===== src/design/ust_pkg.sv =====
// Package of offsets, field positions, reset values and timing for the serial transmit block.
package ust_pkg;

   // ****************************************************
   // Clock and timing
   // ****************************************************
   localparam int CLK_NS          = 40;
   localparam int MASTER_HALF_NS  = 160;
   localparam int ASYNC_HI_NS     = 1280;
   localparam int ASYNC_LO_NS     = 5120;
   localparam logic [7:0] MASTER_HALF_CYC = 8'((MASTER_HALF_NS + CLK_NS - 1) / CLK_NS);
   localparam logic [7:0] ASYNC_HI_CYC    = 8'((ASYNC_HI_NS + CLK_NS - 1) / CLK_NS);
   localparam logic [7:0] ASYNC_LO_CYC    = 8'((ASYNC_LO_NS + CLK_NS - 1) / CLK_NS);

   // ****************************************************
   // Register byte addresses
   // ****************************************************
   localparam logic [7:0] ADDR_HOLD   = 8'h00;
   localparam logic [7:0] ADDR_RXCS   = 8'h04;
   localparam logic [7:0] ADDR_PINDIR = 8'h08;
   localparam logic [7:0] ADDR_ISTAT  = 8'h0c;
   localparam logic [7:0] ADDR_IMASK  = 8'h10;
   localparam logic [7:0] ADDR_TXCS   = 8'h98;

   // ****************************************************
   // Field positions
   // ****************************************************
   localparam int TXCS_CLKSRC = 7;
   localparam int TXCS_NINE   = 6;
   localparam int TXCS_TRANSMIT_ENABLE   = 5;
   localparam int TXCS_SYNC   = 4;
   localparam int TXCS_BRGH   = 2;
   localparam int TXCS_SHIFT_EMPTY_STATUS   = 1;
   localparam int TXCS_NINTH  = 0;
   localparam int RXCS_PEN    = 7;
   localparam int RXCS_SINGLE_RECEIVE_ENABLE   = 5;
   localparam int RXCS_CONTINUOUS_RECEIVE_ENABLE   = 4;
   localparam int PIN_CLK     = 2;
   localparam int PIN_DATA    = 1;
   localparam int ISTAT_TXEV  = 0;
   localparam int ISTAT_TRANSMIT_BUFFER_EMPTY_FLAG  = 8;
   localparam int IMASK_TRANSMIT_INTERRUPT_ENABLE  = 0;
   localparam int IMASK_GIE   = 7;

   // ****************************************************
   // Reset values and bus answers
   // ****************************************************
   localparam logic [7:0] TXCS_RST   = 8'h00;
   localparam logic [7:0] RXCS_RST   = 8'h00;
   localparam logic [7:0] PINDIR_RST = 8'hff;
   localparam logic [7:0] IMASK_RST  = 8'h00;
   localparam logic [1:0] RESP_OKAY  = 2'h0;
   localparam logic [1:0] RESP_SLV   = 2'h2;

   // Bus channel states.
   typedef enum logic [1:0] {
      BUS_IDLE = 2'b01,
      BUS_RESP = 2'b10
   } ust_bus_st_t;

endpackage : ust_pkg


===== src/design/ust_serial_tx.sv =====
// Serial port transmit block with AXI4-Lite registers, holding register and pin control.
`timescale 1ns/1ps

// Overview of operation
// RULE1: Pins serve the port only with port enable and both direction bits set.
// RULE2: Asynchronous, synchronous master and synchronous slave modes are supported.
// RULE3: Eight-bit transmit control and status register at address 98h.
// RULE4: Slave mode shifts on the external clock pin and never drives it.
// RULE5: Clearing clock source select, bit 7, selects synchronous slave operation.
// RULE6: Slave shifting continues while the core sleeps.
// RULE7: Slave transmit matches master transmit except during sleep.
// RULE8: A word written while the shifter idles moves into it at once.
// RULE9: A second word waits in the holding register; buffer-empty flag stays clear.
// RULE10: After the shift ends the held word loads and buffer-empty flag sets.
// RULE11: Enabled transmit flag raises a wake interrupt; with global enable, vector branch.
// RULE12: Software sets both direction bits; the port drives the pins itself.
// RULE13: Software sets sync and port enable and clears clock source for slave.
// RULE14: Software clears both receive enables during slave transmit setup.
// RULE15: Software sets nine-bit select and the ninth bit before loading data.
// RULE16: Software sets transmit enable then writes each data byte.
// RULE17: Shift-empty status reads 1 when shifter is empty; resets to 1.
// RULE18: In synchronous mode any receive enable suppresses transmission.
// RULE19: Nine-bit select shifts nine bits, ninth from its field; else eight.
module ust_serial_tx (
   input  wire logic        ref_clk,
   input  wire logic        rst_n,
   input  wire logic        coreSleep,
   input  wire logic [7:0]  s_axi_awaddr,
   input  wire logic        s_axi_awvalid,
   output logic             s_axi_awready,
   input  wire logic [31:0] s_axi_wdata,
   input  wire logic [3:0]  s_axi_wstrb,
   input  wire logic        s_axi_wvalid,
   output logic             s_axi_wready,
   output logic [1:0]       s_axi_bresp,
   output logic             s_axi_bvalid,
   input  wire logic        s_axi_bready,
   input  wire logic [7:0]  s_axi_araddr,
   input  wire logic        s_axi_arvalid,
   output logic             s_axi_arready,
   output logic [31:0]      s_axi_rdata,
   output logic [1:0]       s_axi_rresp,
   output logic             s_axi_rvalid,
   input  wire logic        s_axi_rready,
   input  wire logic        serialClockPinIn,
   output logic             serialClockPinOut,
   output logic             serialClockPinOe,
   input  wire logic        serialDataPinIn,
   output logic             serialDataPinOut,
   output logic             serialDataPinOe,
   output logic             irq,
   output logic             branchReq
);

   // ****************************************************
   // Declarations
   // ****************************************************
   ust_pkg::ust_bus_st_t wrSt_q;
   ust_pkg::ust_bus_st_t rdSt_q;
   logic [7:0]  txcs_q;
   logic [7:0]  rxcs_q;
   logic [7:0]  pinDir_q;
   logic [7:0]  imask_q;
   logic [7:0]  hold_q;
   logic        holdFull_q;
   logic        txEvent_q;
   logic        awGot_q;
   logic        wGot_q;
   logic [7:0]  awAddr_q;
   logic [31:0] wData_q;
   logic        wLane_q;
   logic        awFire;
   logic        wFire;
   logic        wrDo;
   logic [7:0]  wrAddr;
   logic [7:0]  wrByte;
   logic        wrLane;
   logic        wrHit;
   logic [31:0] rdMux;
   logic        rdHit;
   logic [1:0]  pinSync;
   logic        extClkPrev_q;
   logic        mClk_q;
   logic [7:0]  divCnt_q;
   logic        tick;
   logic        shLoad;
   logic        shBusy;
   logic        shBit;
   logic [10:0] frame;
   logic [3:0]  frameLen;
   logic        portOn;
   logic        syncMode;
   logic        masterMode;
   logic        txAllowed;
   logic        slaveFall;
   logic        masterFall;
   logic [7:0]  baudCyc;
   logic        holdEmptyEvt;

   // ****************************************************
   // Mode decode
   // ****************************************************
   // Port is routed to the pins only with enable and both direction bits set.
   assign portOn     = rxcs_q[ust_pkg::RXCS_PEN] && pinDir_q[ust_pkg::PIN_CLK]
                       && pinDir_q[ust_pkg::PIN_DATA]; // RULE1 RULE12
   assign syncMode   = txcs_q[ust_pkg::TXCS_SYNC]; // RULE2
   assign masterMode = syncMode && txcs_q[ust_pkg::TXCS_CLKSRC]; // RULE5
   // A receive enable wins over transmit enable in synchronous mode.
   assign txAllowed  = txcs_q[ust_pkg::TXCS_TRANSMIT_ENABLE] && portOn && !(syncMode
                       && (rxcs_q[ust_pkg::RXCS_SINGLE_RECEIVE_ENABLE] || rxcs_q[ust_pkg::RXCS_CONTINUOUS_RECEIVE_ENABLE])); // RULE18

   // ****************************************************
   // Shift clock sources
   // ****************************************************
   // The pins arrive from another domain and are resynchronised first.
   ust_sync2 #(
      .WIDTH (2)
   ) u_pinSync (
      .ref_clk (ref_clk),
      .rst_n   (rst_n),
      .asyncIn ({serialDataPinIn, serialClockPinIn}),
      .syncOut (pinSync)
   );

   // Edge detector on the synchronised external clock.
   always_ff @(posedge ref_clk or negedge rst_n) begin
      if (!rst_n) begin
         extClkPrev_q <= 1'b0;
      end else begin
         extClkPrev_q <= pinSync[0];
      end
   end

   // Slave shifts on the falling edge of the external clock, sleep or not.
   assign slaveFall  = syncMode && !masterMode && extClkPrev_q && !pinSync[0]; // RULE4 RULE6
   assign masterFall = masterMode && mClk_q && (divCnt_q == 8'h1);
   assign baudCyc    = txcs_q[ust_pkg::TXCS_BRGH] ? ust_pkg::ASYNC_HI_CYC
                                                 : ust_pkg::ASYNC_LO_CYC;

   // Internal divider: master clock halves, or asynchronous bit periods.
   // It stops in sleep, so only the slave keeps shifting then.
   always_ff @(posedge ref_clk or negedge rst_n) begin
      if (!rst_n) begin
         divCnt_q <= 8'h0;
         mClk_q   <= 1'b0;
      end else if (!shBusy || coreSleep || (syncMode && !masterMode)) begin
         divCnt_q <= masterMode ? ust_pkg::MASTER_HALF_CYC : baudCyc;
         mClk_q   <= 1'b0;
      end else if (divCnt_q == 8'h1) begin
         divCnt_q <= masterMode ? ust_pkg::MASTER_HALF_CYC : baudCyc;
         mClk_q   <= masterMode ? !mClk_q : 1'b0;
      end else begin
         divCnt_q <= divCnt_q - 8'h1;
      end
   end

   // Master and slave share the one shifter and tick rule.
   assign tick = syncMode ? (masterMode ? masterFall : slaveFall)
                          : (divCnt_q == 8'h1); // RULE7

   // ****************************************************
   // Frame building and shifter
   // ****************************************************
   // Synchronous frames are eight or nine data bits; async adds start and stop.
   always_comb begin
      frame    = 11'h7ff;
      frameLen = 4'h8;
      if (syncMode) begin
         frame    = {2'b11, txcs_q[ust_pkg::TXCS_NINTH], hold_q};
         frameLen = txcs_q[ust_pkg::TXCS_NINE] ? 4'h9 : 4'h8; // RULE19
      end else if (txcs_q[ust_pkg::TXCS_NINE]) begin
         frame    = {1'b1, txcs_q[ust_pkg::TXCS_NINTH], hold_q, 1'b0}; // RULE19
         frameLen = 4'hb;
      end else begin
         frame    = {2'b11, hold_q, 1'b0};
         frameLen = 4'ha;
      end
   end

   // Held word moves in as soon as the shifter is idle and transmit is allowed.
   assign shLoad = holdFull_q && !shBusy && txAllowed; // RULE8 RULE10

   ust_tx_shift u_shift (
      .ref_clk   (ref_clk),
      .rst_n     (rst_n),
      .load      (shLoad),
      .loadFrame (frame),
      .loadLen   (frameLen),
      .tick      (tick),
      .busy      (shBusy),
      .bitOut    (shBit)
   );

   // ****************************************************
   // Holding register and transmit flag
   // ****************************************************
   // Holding register stays full while the shifter is busy.
   always_ff @(posedge ref_clk or negedge rst_n) begin
      if (!rst_n) begin
         hold_q     <= 8'h00;
         holdFull_q <= 1'b0;
      end else if (wrDo && wrHit && wrLane && wrAddr == ust_pkg::ADDR_HOLD) begin
         hold_q     <= wrByte;
         holdFull_q <= 1'b1; // RULE9
      end else if (shLoad) begin
         holdFull_q <= 1'b0; // RULE10
      end
   end

   assign holdEmptyEvt = shLoad;

   // Sticky event bit; a new event wins over a clear in the same cycle.
   always_ff @(posedge ref_clk or negedge rst_n) begin
      if (!rst_n) begin
         txEvent_q <= 1'b0;
      end else begin
         txEvent_q <= holdEmptyEvt || (txEvent_q && !(wrDo && wrHit && wrLane
                      && wrAddr == ust_pkg::ADDR_ISTAT && wrByte[ust_pkg::ISTAT_TXEV]));
      end
   end

   // Interrupt wakes the core; branch request also needs global enable.
   always_ff @(posedge ref_clk or negedge rst_n) begin
      if (!rst_n) begin
         irq       <= 1'b0;
         branchReq <= 1'b0;
      end else begin
         irq       <= txEvent_q && imask_q[ust_pkg::IMASK_TRANSMIT_INTERRUPT_ENABLE]; // RULE11
         branchReq <= txEvent_q && imask_q[ust_pkg::IMASK_TRANSMIT_INTERRUPT_ENABLE]
                      && imask_q[ust_pkg::IMASK_GIE]; // RULE11
      end
   end

   // ****************************************************
   // Pin drive
   // ****************************************************
   // Data is driven whenever transmit is allowed, idle or shifting; the clock only in master mode.
   always_ff @(posedge ref_clk or negedge rst_n) begin
      if (!rst_n) begin
         serialDataPinOut  <= 1'b1;
         serialDataPinOe   <= 1'b0;
         serialClockPinOut <= 1'b0;
         serialClockPinOe  <= 1'b0;
      end else begin
         serialDataPinOut  <= shBit;
         serialDataPinOe   <= portOn && txAllowed; // RULE1 RULE12
         serialClockPinOut <= mClk_q;
         serialClockPinOe  <= portOn && masterMode && txAllowed; // RULE4
      end
   end

   // ****************************************************
   // AXI4-Lite write channel
   // ****************************************************
   assign awFire = s_axi_awvalid && s_axi_awready;
   assign wFire  = s_axi_wvalid && s_axi_wready;
   assign wrDo   = (awGot_q || awFire) && (wGot_q || wFire) && wrSt_q == ust_pkg::BUS_IDLE;
   assign wrAddr = awFire ? s_axi_awaddr : awAddr_q;
   assign wrByte = wFire ? s_axi_wdata[7:0] : wData_q[7:0];
   assign wrLane = wFire ? s_axi_wstrb[0] : wLane_q;
   assign wrHit  = wrAddr == ust_pkg::ADDR_HOLD || wrAddr == ust_pkg::ADDR_RXCS
                   || wrAddr == ust_pkg::ADDR_PINDIR || wrAddr == ust_pkg::ADDR_ISTAT
                   || wrAddr == ust_pkg::ADDR_IMASK || wrAddr == ust_pkg::ADDR_TXCS;

   // Address and data may come in either order; the answer follows both.
   always_ff @(posedge ref_clk or negedge rst_n) begin
      if (!rst_n) begin
         wrSt_q        <= ust_pkg::BUS_IDLE;
         awGot_q       <= 1'b0;
         wGot_q        <= 1'b0;
         awAddr_q      <= 8'h00;
         wData_q       <= 32'h0;
         wLane_q       <= 1'b0;
         s_axi_awready <= 1'b1;
         s_axi_wready  <= 1'b1;
         s_axi_bvalid  <= 1'b0;
         s_axi_bresp   <= ust_pkg::RESP_OKAY;
      end else begin
         case (wrSt_q)
            ust_pkg::BUS_IDLE: begin
               if (awFire) begin
                  awGot_q       <= 1'b1;
                  awAddr_q      <= s_axi_awaddr;
                  s_axi_awready <= 1'b0;
               end
               if (wFire) begin
                  wGot_q       <= 1'b1;
                  wData_q      <= s_axi_wdata;
                  wLane_q      <= s_axi_wstrb[0];
                  s_axi_wready <= 1'b0;
               end
               if (wrDo) begin
                  awGot_q       <= 1'b0;
                  wGot_q        <= 1'b0;
                  s_axi_awready <= 1'b0;
                  s_axi_wready  <= 1'b0;
                  s_axi_bvalid  <= 1'b1;
                  s_axi_bresp   <= wrHit ? ust_pkg::RESP_OKAY : ust_pkg::RESP_SLV;
                  wrSt_q        <= ust_pkg::BUS_RESP;
               end
            end
            ust_pkg::BUS_RESP: begin
               if (s_axi_bready) begin
                  s_axi_bvalid  <= 1'b0;
                  s_axi_awready <= 1'b1;
                  s_axi_wready  <= 1'b1;
                  wrSt_q        <= ust_pkg::BUS_IDLE;
               end
            end
            default: begin
               wrSt_q <= ust_pkg::BUS_IDLE;
            end
         endcase
      end
   end

   // Control registers; the shift-empty bit is not stored.
   always_ff @(posedge ref_clk or negedge rst_n) begin
      if (!rst_n) begin
         txcs_q   <= ust_pkg::TXCS_RST;
         rxcs_q   <= ust_pkg::RXCS_RST;
         pinDir_q <= ust_pkg::PINDIR_RST;
         imask_q  <= ust_pkg::IMASK_RST;
      end else if (wrDo && wrLane) begin
         case (wrAddr)
            ust_pkg::ADDR_TXCS:   txcs_q   <= wrByte & 8'hf5; // RULE3
            ust_pkg::ADDR_RXCS:   rxcs_q   <= wrByte & 8'hb0;
            ust_pkg::ADDR_PINDIR: pinDir_q <= wrByte;
            ust_pkg::ADDR_IMASK:  imask_q  <= wrByte & 8'h81;
            default:              txcs_q   <= txcs_q;
         endcase
      end
   end

   // ****************************************************
   // AXI4-Lite read channel
   // ****************************************************
   // Read mux; unmapped addresses read zero with an error answer.
   always_comb begin
      rdMux = 32'h0;
      rdHit = 1'b1;
      case (s_axi_araddr)
         ust_pkg::ADDR_TXCS:   rdMux[7:0] = txcs_q | {6'h0, !shBusy, 1'b0}; // RULE3 RULE17
         ust_pkg::ADDR_HOLD:   rdMux[7:0] = hold_q;
         ust_pkg::ADDR_RXCS:   rdMux[7:0] = rxcs_q;
         ust_pkg::ADDR_PINDIR: rdMux[7:0] = pinDir_q;
         ust_pkg::ADDR_ISTAT:  rdMux[8:0] = {!holdFull_q, 7'h0, txEvent_q}; // RULE9
         ust_pkg::ADDR_IMASK:  rdMux[7:0] = imask_q;
         default:              rdHit      = 1'b0;
      endcase
   end

   // One read at a time, answered the cycle after the address is taken.
   always_ff @(posedge ref_clk or negedge rst_n) begin
      if (!rst_n) begin
         rdSt_q        <= ust_pkg::BUS_IDLE;
         s_axi_arready <= 1'b1;
         s_axi_rvalid  <= 1'b0;
         s_axi_rdata   <= 32'h0;
         s_axi_rresp   <= ust_pkg::RESP_OKAY;
      end else begin
         case (rdSt_q)
            ust_pkg::BUS_IDLE: begin
               if (s_axi_arvalid) begin
                  s_axi_arready <= 1'b0;
                  s_axi_rvalid  <= 1'b1;
                  s_axi_rdata   <= rdMux;
                  s_axi_rresp   <= rdHit ? ust_pkg::RESP_OKAY : ust_pkg::RESP_SLV;
                  rdSt_q        <= ust_pkg::BUS_RESP;
               end
            end
            ust_pkg::BUS_RESP: begin
               if (s_axi_rready) begin
                  s_axi_rvalid  <= 1'b0;
                  s_axi_arready <= 1'b1;
                  rdSt_q        <= ust_pkg::BUS_IDLE;
               end
            end
            default: begin
               rdSt_q <= ust_pkg::BUS_IDLE;
            end
         endcase
      end
   end

endmodule : ust_serial_tx


===== src/design/ust_sync2.sv =====
// Two-flop synchroniser, one chain per bit.
`timescale 1ns/1ps
module ust_sync2 #(
   parameter int WIDTH = 2
) (
   input  wire logic             ref_clk,
   input  wire logic             rst_n,
   input  wire logic [WIDTH-1:0] asyncIn,
   output logic      [WIDTH-1:0] syncOut
);

   // ****************************************************
   // Per-bit chains
   // ****************************************************
   genvar i;
   generate
      for (i = 0; i < WIDTH; i++) begin : g_bit
         logic meta_q;
         // The first stage feeds only the second stage.
         always_ff @(posedge ref_clk or negedge rst_n) begin
            if (!rst_n) begin
               meta_q     <= 1'b0;
               syncOut[i] <= 1'b0;
            end else begin
               meta_q     <= asyncIn[i];
               syncOut[i] <= meta_q;
            end
         end
      end
   endgenerate

endmodule : ust_sync2


===== src/design/ust_tx_shift.sv =====
// Transmit shift register: loads a frame and shifts it out LSB first on each tick.
`timescale 1ns/1ps
module ust_tx_shift (
   input  wire logic        ref_clk,
   input  wire logic        rst_n,
   input  wire logic        load,
   input  wire logic [10:0] loadFrame,
   input  wire logic [3:0]  loadLen,
   input  wire logic        tick,
   output logic            busy,
   output logic            bitOut
);

   logic [10:0] frame_q;
   logic [3:0]  left_q;

   // ****************************************************
   // Shifting
   // ****************************************************
   // The current bit sits on bitOut; each tick moves to the next one.
   always_ff @(posedge ref_clk or negedge rst_n) begin
      if (!rst_n) begin
         frame_q <= 11'h7ff;
         left_q  <= 4'h0;
         busy    <= 1'b0;
      end else if (load) begin
         frame_q <= loadFrame;
         left_q  <= loadLen;
         busy    <= 1'b1;
      end else if (tick && busy) begin
         frame_q <= {1'b1, frame_q[10:1]};
         left_q  <= left_q - 4'h1;
         busy    <= (left_q != 4'h1);
      end
   end

   assign bitOut = busy ? frame_q[0] : 1'b1;

endmodule : ust_tx_shift


===== config.mk =====
export PLATFORM = sky130hd
export DESIGN_NAME = ust_serial_tx
export DESIGN_NICKNAME = d
export VERILOG_FILES = /design/src/design/ust_pkg.sv /design/src/design/ust_serial_tx.sv /design/src/design/ust_sync2.sv /design/src/design/ust_tx_shift.sv
export SDC_FILE = /design/constraint.sdc
export NUM_CORES = 1
export LEC_CHECK = 0
export BUFFER_PORTS_ARGS = -buffer_cell sky130_fd_sc_hd__buf_2
export CAP_MARGIN = 10
export CORE_MARGIN = 1
export CORE_UTILIZATION = 49
export DETAILED_ROUTE_END_ITERATION = 10
export PLACE_DENSITY = 0.76
export SETUP_SLACK_MARGIN = 0.3
export SYNTH_ARGS = -nofsm -noshare
export SYNTH_HDL_FRONTEND = slang
export SYNTH_SLANG_ARGS = --single-unit

===== constraint.sdc =====
create_clock -name ref_clk -period 2.1 [get_ports ref_clk]
set_input_delay 0 -clock ref_clk [delete_from_list [all_inputs] [get_ports ref_clk]]
set_output_delay 0 -clock ref_clk [all_outputs]
set_load 0.05 [all_outputs]

==> summary.md <==
| Metric | Value |
|---|---|
| Core ar. | `9860 sq um` |
| Synth top area share | `38.4%` |
| GP Congestion | `0.843` |
| Gr usage total | `22.0%` |
| Die H | `103 um` |
| Clk_lat worst skew | `0.38 ns` |
| Total Die Area | `10,600 sq um` |
| Synth top area cells | `dfrtp_1 (38%), dfstp_2 (13%), mux2_2 (11%)` |
| Hold path endpoint | `s_axi_wready` |
| R2r worst-path depth | `6` |
| Req. time, crit path | `2.40 ns` |
| Fillers | `706` |
| Std cell rows | `36` |
| CTS max path bufs | `2` |
| Clock-pin slew on the worst setup and hold paths | `0.09 ns` |
| Initial antenna violation count | `0` |
| Fraction of registers with async set/reset | `100%` |
| Root Buffer | `clkbuf_8` |
| Critical path type | `flop to flop` |
| Switching Fraction | `33.7%` |
| Total net switching power | `1730 uW` |
| Top-level port count | `109` |
| Tcrit/Tclk final | `96.7%` |
| Clk network pwr share | `24.8%` |
| Synth unique cells | `57` |
| DRC viols | `0` |
| CTS tree | `built` |
| Worst-Margin Slew | `0.626 ns` |
| Period minus WS final | `2.03 ns` |
| Total Wirelength | `11,600 um` |
| Fin Clk Skew | `0.0122 ns` |
| CP arrival | `2.33 ns` |
| Cells after Synth | `456` |
| Vias per cell | `5.48` |
| FF/Latch Area | `2560 sq um` |
| Tot Pwr | `5130 uW` |
| Hold Crit Class | `primary input to flop` |
| Worst reg2reg path endpoint | `pinDir_q[4]` |
| Worst VDD drop | `0.579 mV` |
| Comb pwr share | `28.6%` |
| Multi-input logic area | `2590 sq um` |
| Top post-synthesis cells by count | `dfrtp_1 (77), mux2_2 (47), nand2_1 (41)` |
| Yosys warnings | `0` |
| Avg Inst Size Synth | `11.0 sq um` |
| First-iteration detailed-routing DRC count | `190` |
| HP Start | `s_axi_wvalid` |
| Vias in the first global route | `3,667` |
| Cell Int Power | `3400 uW` |
| R2R setup slack | `0.07 ns` |
| Max Freq | `0.492 GHz` |
| Initial Utilization | `50.9%` |
| Final setup violation count | `0` |
| Lkg Pwr | `0.00300 uW` |
| WL/cell | `16.3 um` |
| Worst-path fanout max | `8` |
| Routed Antenna Nets | `0` |
| Clk sinks | `101` |
| Area added between synthesis and finish | `29.3%` |
| Sequential share of the synthesized area | `51.0%` |
| Post-DP HPWL | `7740 um` |
| RSZ-0062 raised after global routing | `yes` |
| Startpoint types | `flop` |
| Nets | `642` |
| Share of layout cells above drive strength 1 | `44.4%` |
| Most frequent cell after synthesis | `dfrtp_1` |
| Synth area leader | `dfrtp_1` |
| Die Width | `103 um` |
| Power Dens Cells | `791 nW/um^2` |
| H-tree levels | `3` |
| Slew Viols, Final | `0` |
| Worst reg2reg startpoint | `s_axi_awready` |
| Largest net degree at the start of global routing | `48` |
| Maxcap violations | `0` |
| Global-route wire length before repair | `17,700 um` |
| Global route total overflow | `0` |
| Post-Syn Area | `5020 sq um` |
| Antenna cells | `0` |
| Port Buffers | `55` |
| Inserted Clock Buffers | `9` |
| Drt pass-1 iters | `4` |
| Post-synth EDFFs | `0` |
| Relative slew slack | `57.8%` |
| Sum of negative setup slack | `0 ns` |
| Hold Path Cell Cnt | `4` |
| Seq cells post-synth | `101` |
| Seq pwr share | `46.6%` |
| Post-synth top flop | `dfrtp_1` |
| Status | `finished, final reports clean` |
| Final Hold Violating Endpoints | `0` |
| Fin Hold WS | `0.0433 ns` |
| Via Count | `3,910` |
| CP Capture Type | `flop` |
==> cell families after synthesis <==
family,share of synthesized area [%]
multiplexers,15.9
adder cells (fa/ha/maj),0.998
XOR/XNOR,1.22
other,0.0747
flip-flops,51.0
buffers and inverters,6.23
AO/OA/AOI/OAI,10.3
AND/OR/NAND/NOR,14.3
==> layout make-up <==
type,instances,share of cell area [%]
multi-input cells,326,40.0
flip-flops and latches,101,39.5
repair buffers,125,14.1
well taps,133,2.57
clock buffers,11,2.18
clock inverters,5,0.906
inverters,13,0.752
==> power groups by stage <==
stage               Sequential (uW)  Clock [uW]  Combinational [uW]
floorplan                      2470           0                 738
global placement               2370           0                1130
detailed placement             2390           0                1150
CTS                            2360        1280                1300
global route                   2420        1360                1570
finish                         2390        1270                1470
==> what timing repair did <==
| action | in CTS | in global routing |
|---|---|---|
| resized for setup | 43 | 22 |
| pin swaps | 13 | 10 |
| setup endpoints to repair | 60 | 56 |
| endpoints found under the hold margin | 61 | 0 |
| buffers inserted | 16 | 9 |
| cloned | 1 | 0 |
| hold buffers | 25 | 0 |
==> per-stage QoR <==
step,setup WS (ns),utilization [%],std cells,area [sq um]
after floorplan,-0.0301,-,480,5250
after global placement,0.0324,56.3,647,5550
after detailed placement,-0.0588,56.3,647,5550
after CTS,0.160,63.9,705,6310
after global routing,-0.00554,65.8,714,6490
final,0.0695,65.8,714,6490
==> metal layers <==
metal	vias up	GRT usage, %	part of all wire, %
met3	20	3.97	4.3
met4	0	9.21	1.9
met2	119	34.8	48
met5	-	0	0
li1	1809	-	-
met1	1962	30.2	45
==> layout by cell type, fill, tap and decap left out, types with 10 or more instances in the layout <==
cell	instances
nand2_2	10
dlygate4sd3_1	25
dfstp_2	23
nand3_2	11
mux2i_1	15
inv_1	12
dfrtp_1	76
conb_1	25
mux2_2	45
a21oi_1	14
buf_2	54
clkbuf_8	10
nor2_1	29
o21ai_0	20
buf_4	37
nand2_1	26
mux2_4	10
==> flip-flops by register name, indices dropped and copies added, names as in the netlist, 6 cells and up <==
signal / flops
hold_q: 8
u_shift.frame_q: 10
s_axi_rdata: 9
pinDir_q: 8
divCnt_q: 8
txcs_q: 6
wData_q: 8
awAddr_q: 8
==> worst max path at each step <==
stage                        from           endpoint  slack, ns
finish              s_axi_awready        pinDir_q[4]       0.07
global route        s_axi_awready        pinDir_q[4]     -0.006
CTS                   divCnt_q[1]  u_shift.left_q[3]       0.16
detailed placement  s_axi_awready          hold_q[6]      -0.06
global placement    s_axi_awready          hold_q[1]       0.03
floorplan           s_axi_awready        pinDir_q[0]      -0.03
==> critical path: stages (launching register included) <==
cell and delay, ns:
dfstp_2 0.42, buf_4 0.15, a211oi_4 0.31, o22ai_4 0.15
nor4_4 0.28, a21bo_4 0.32, mux2_4 0.31
Note: power is estimated with default switching activity, not from simulation.
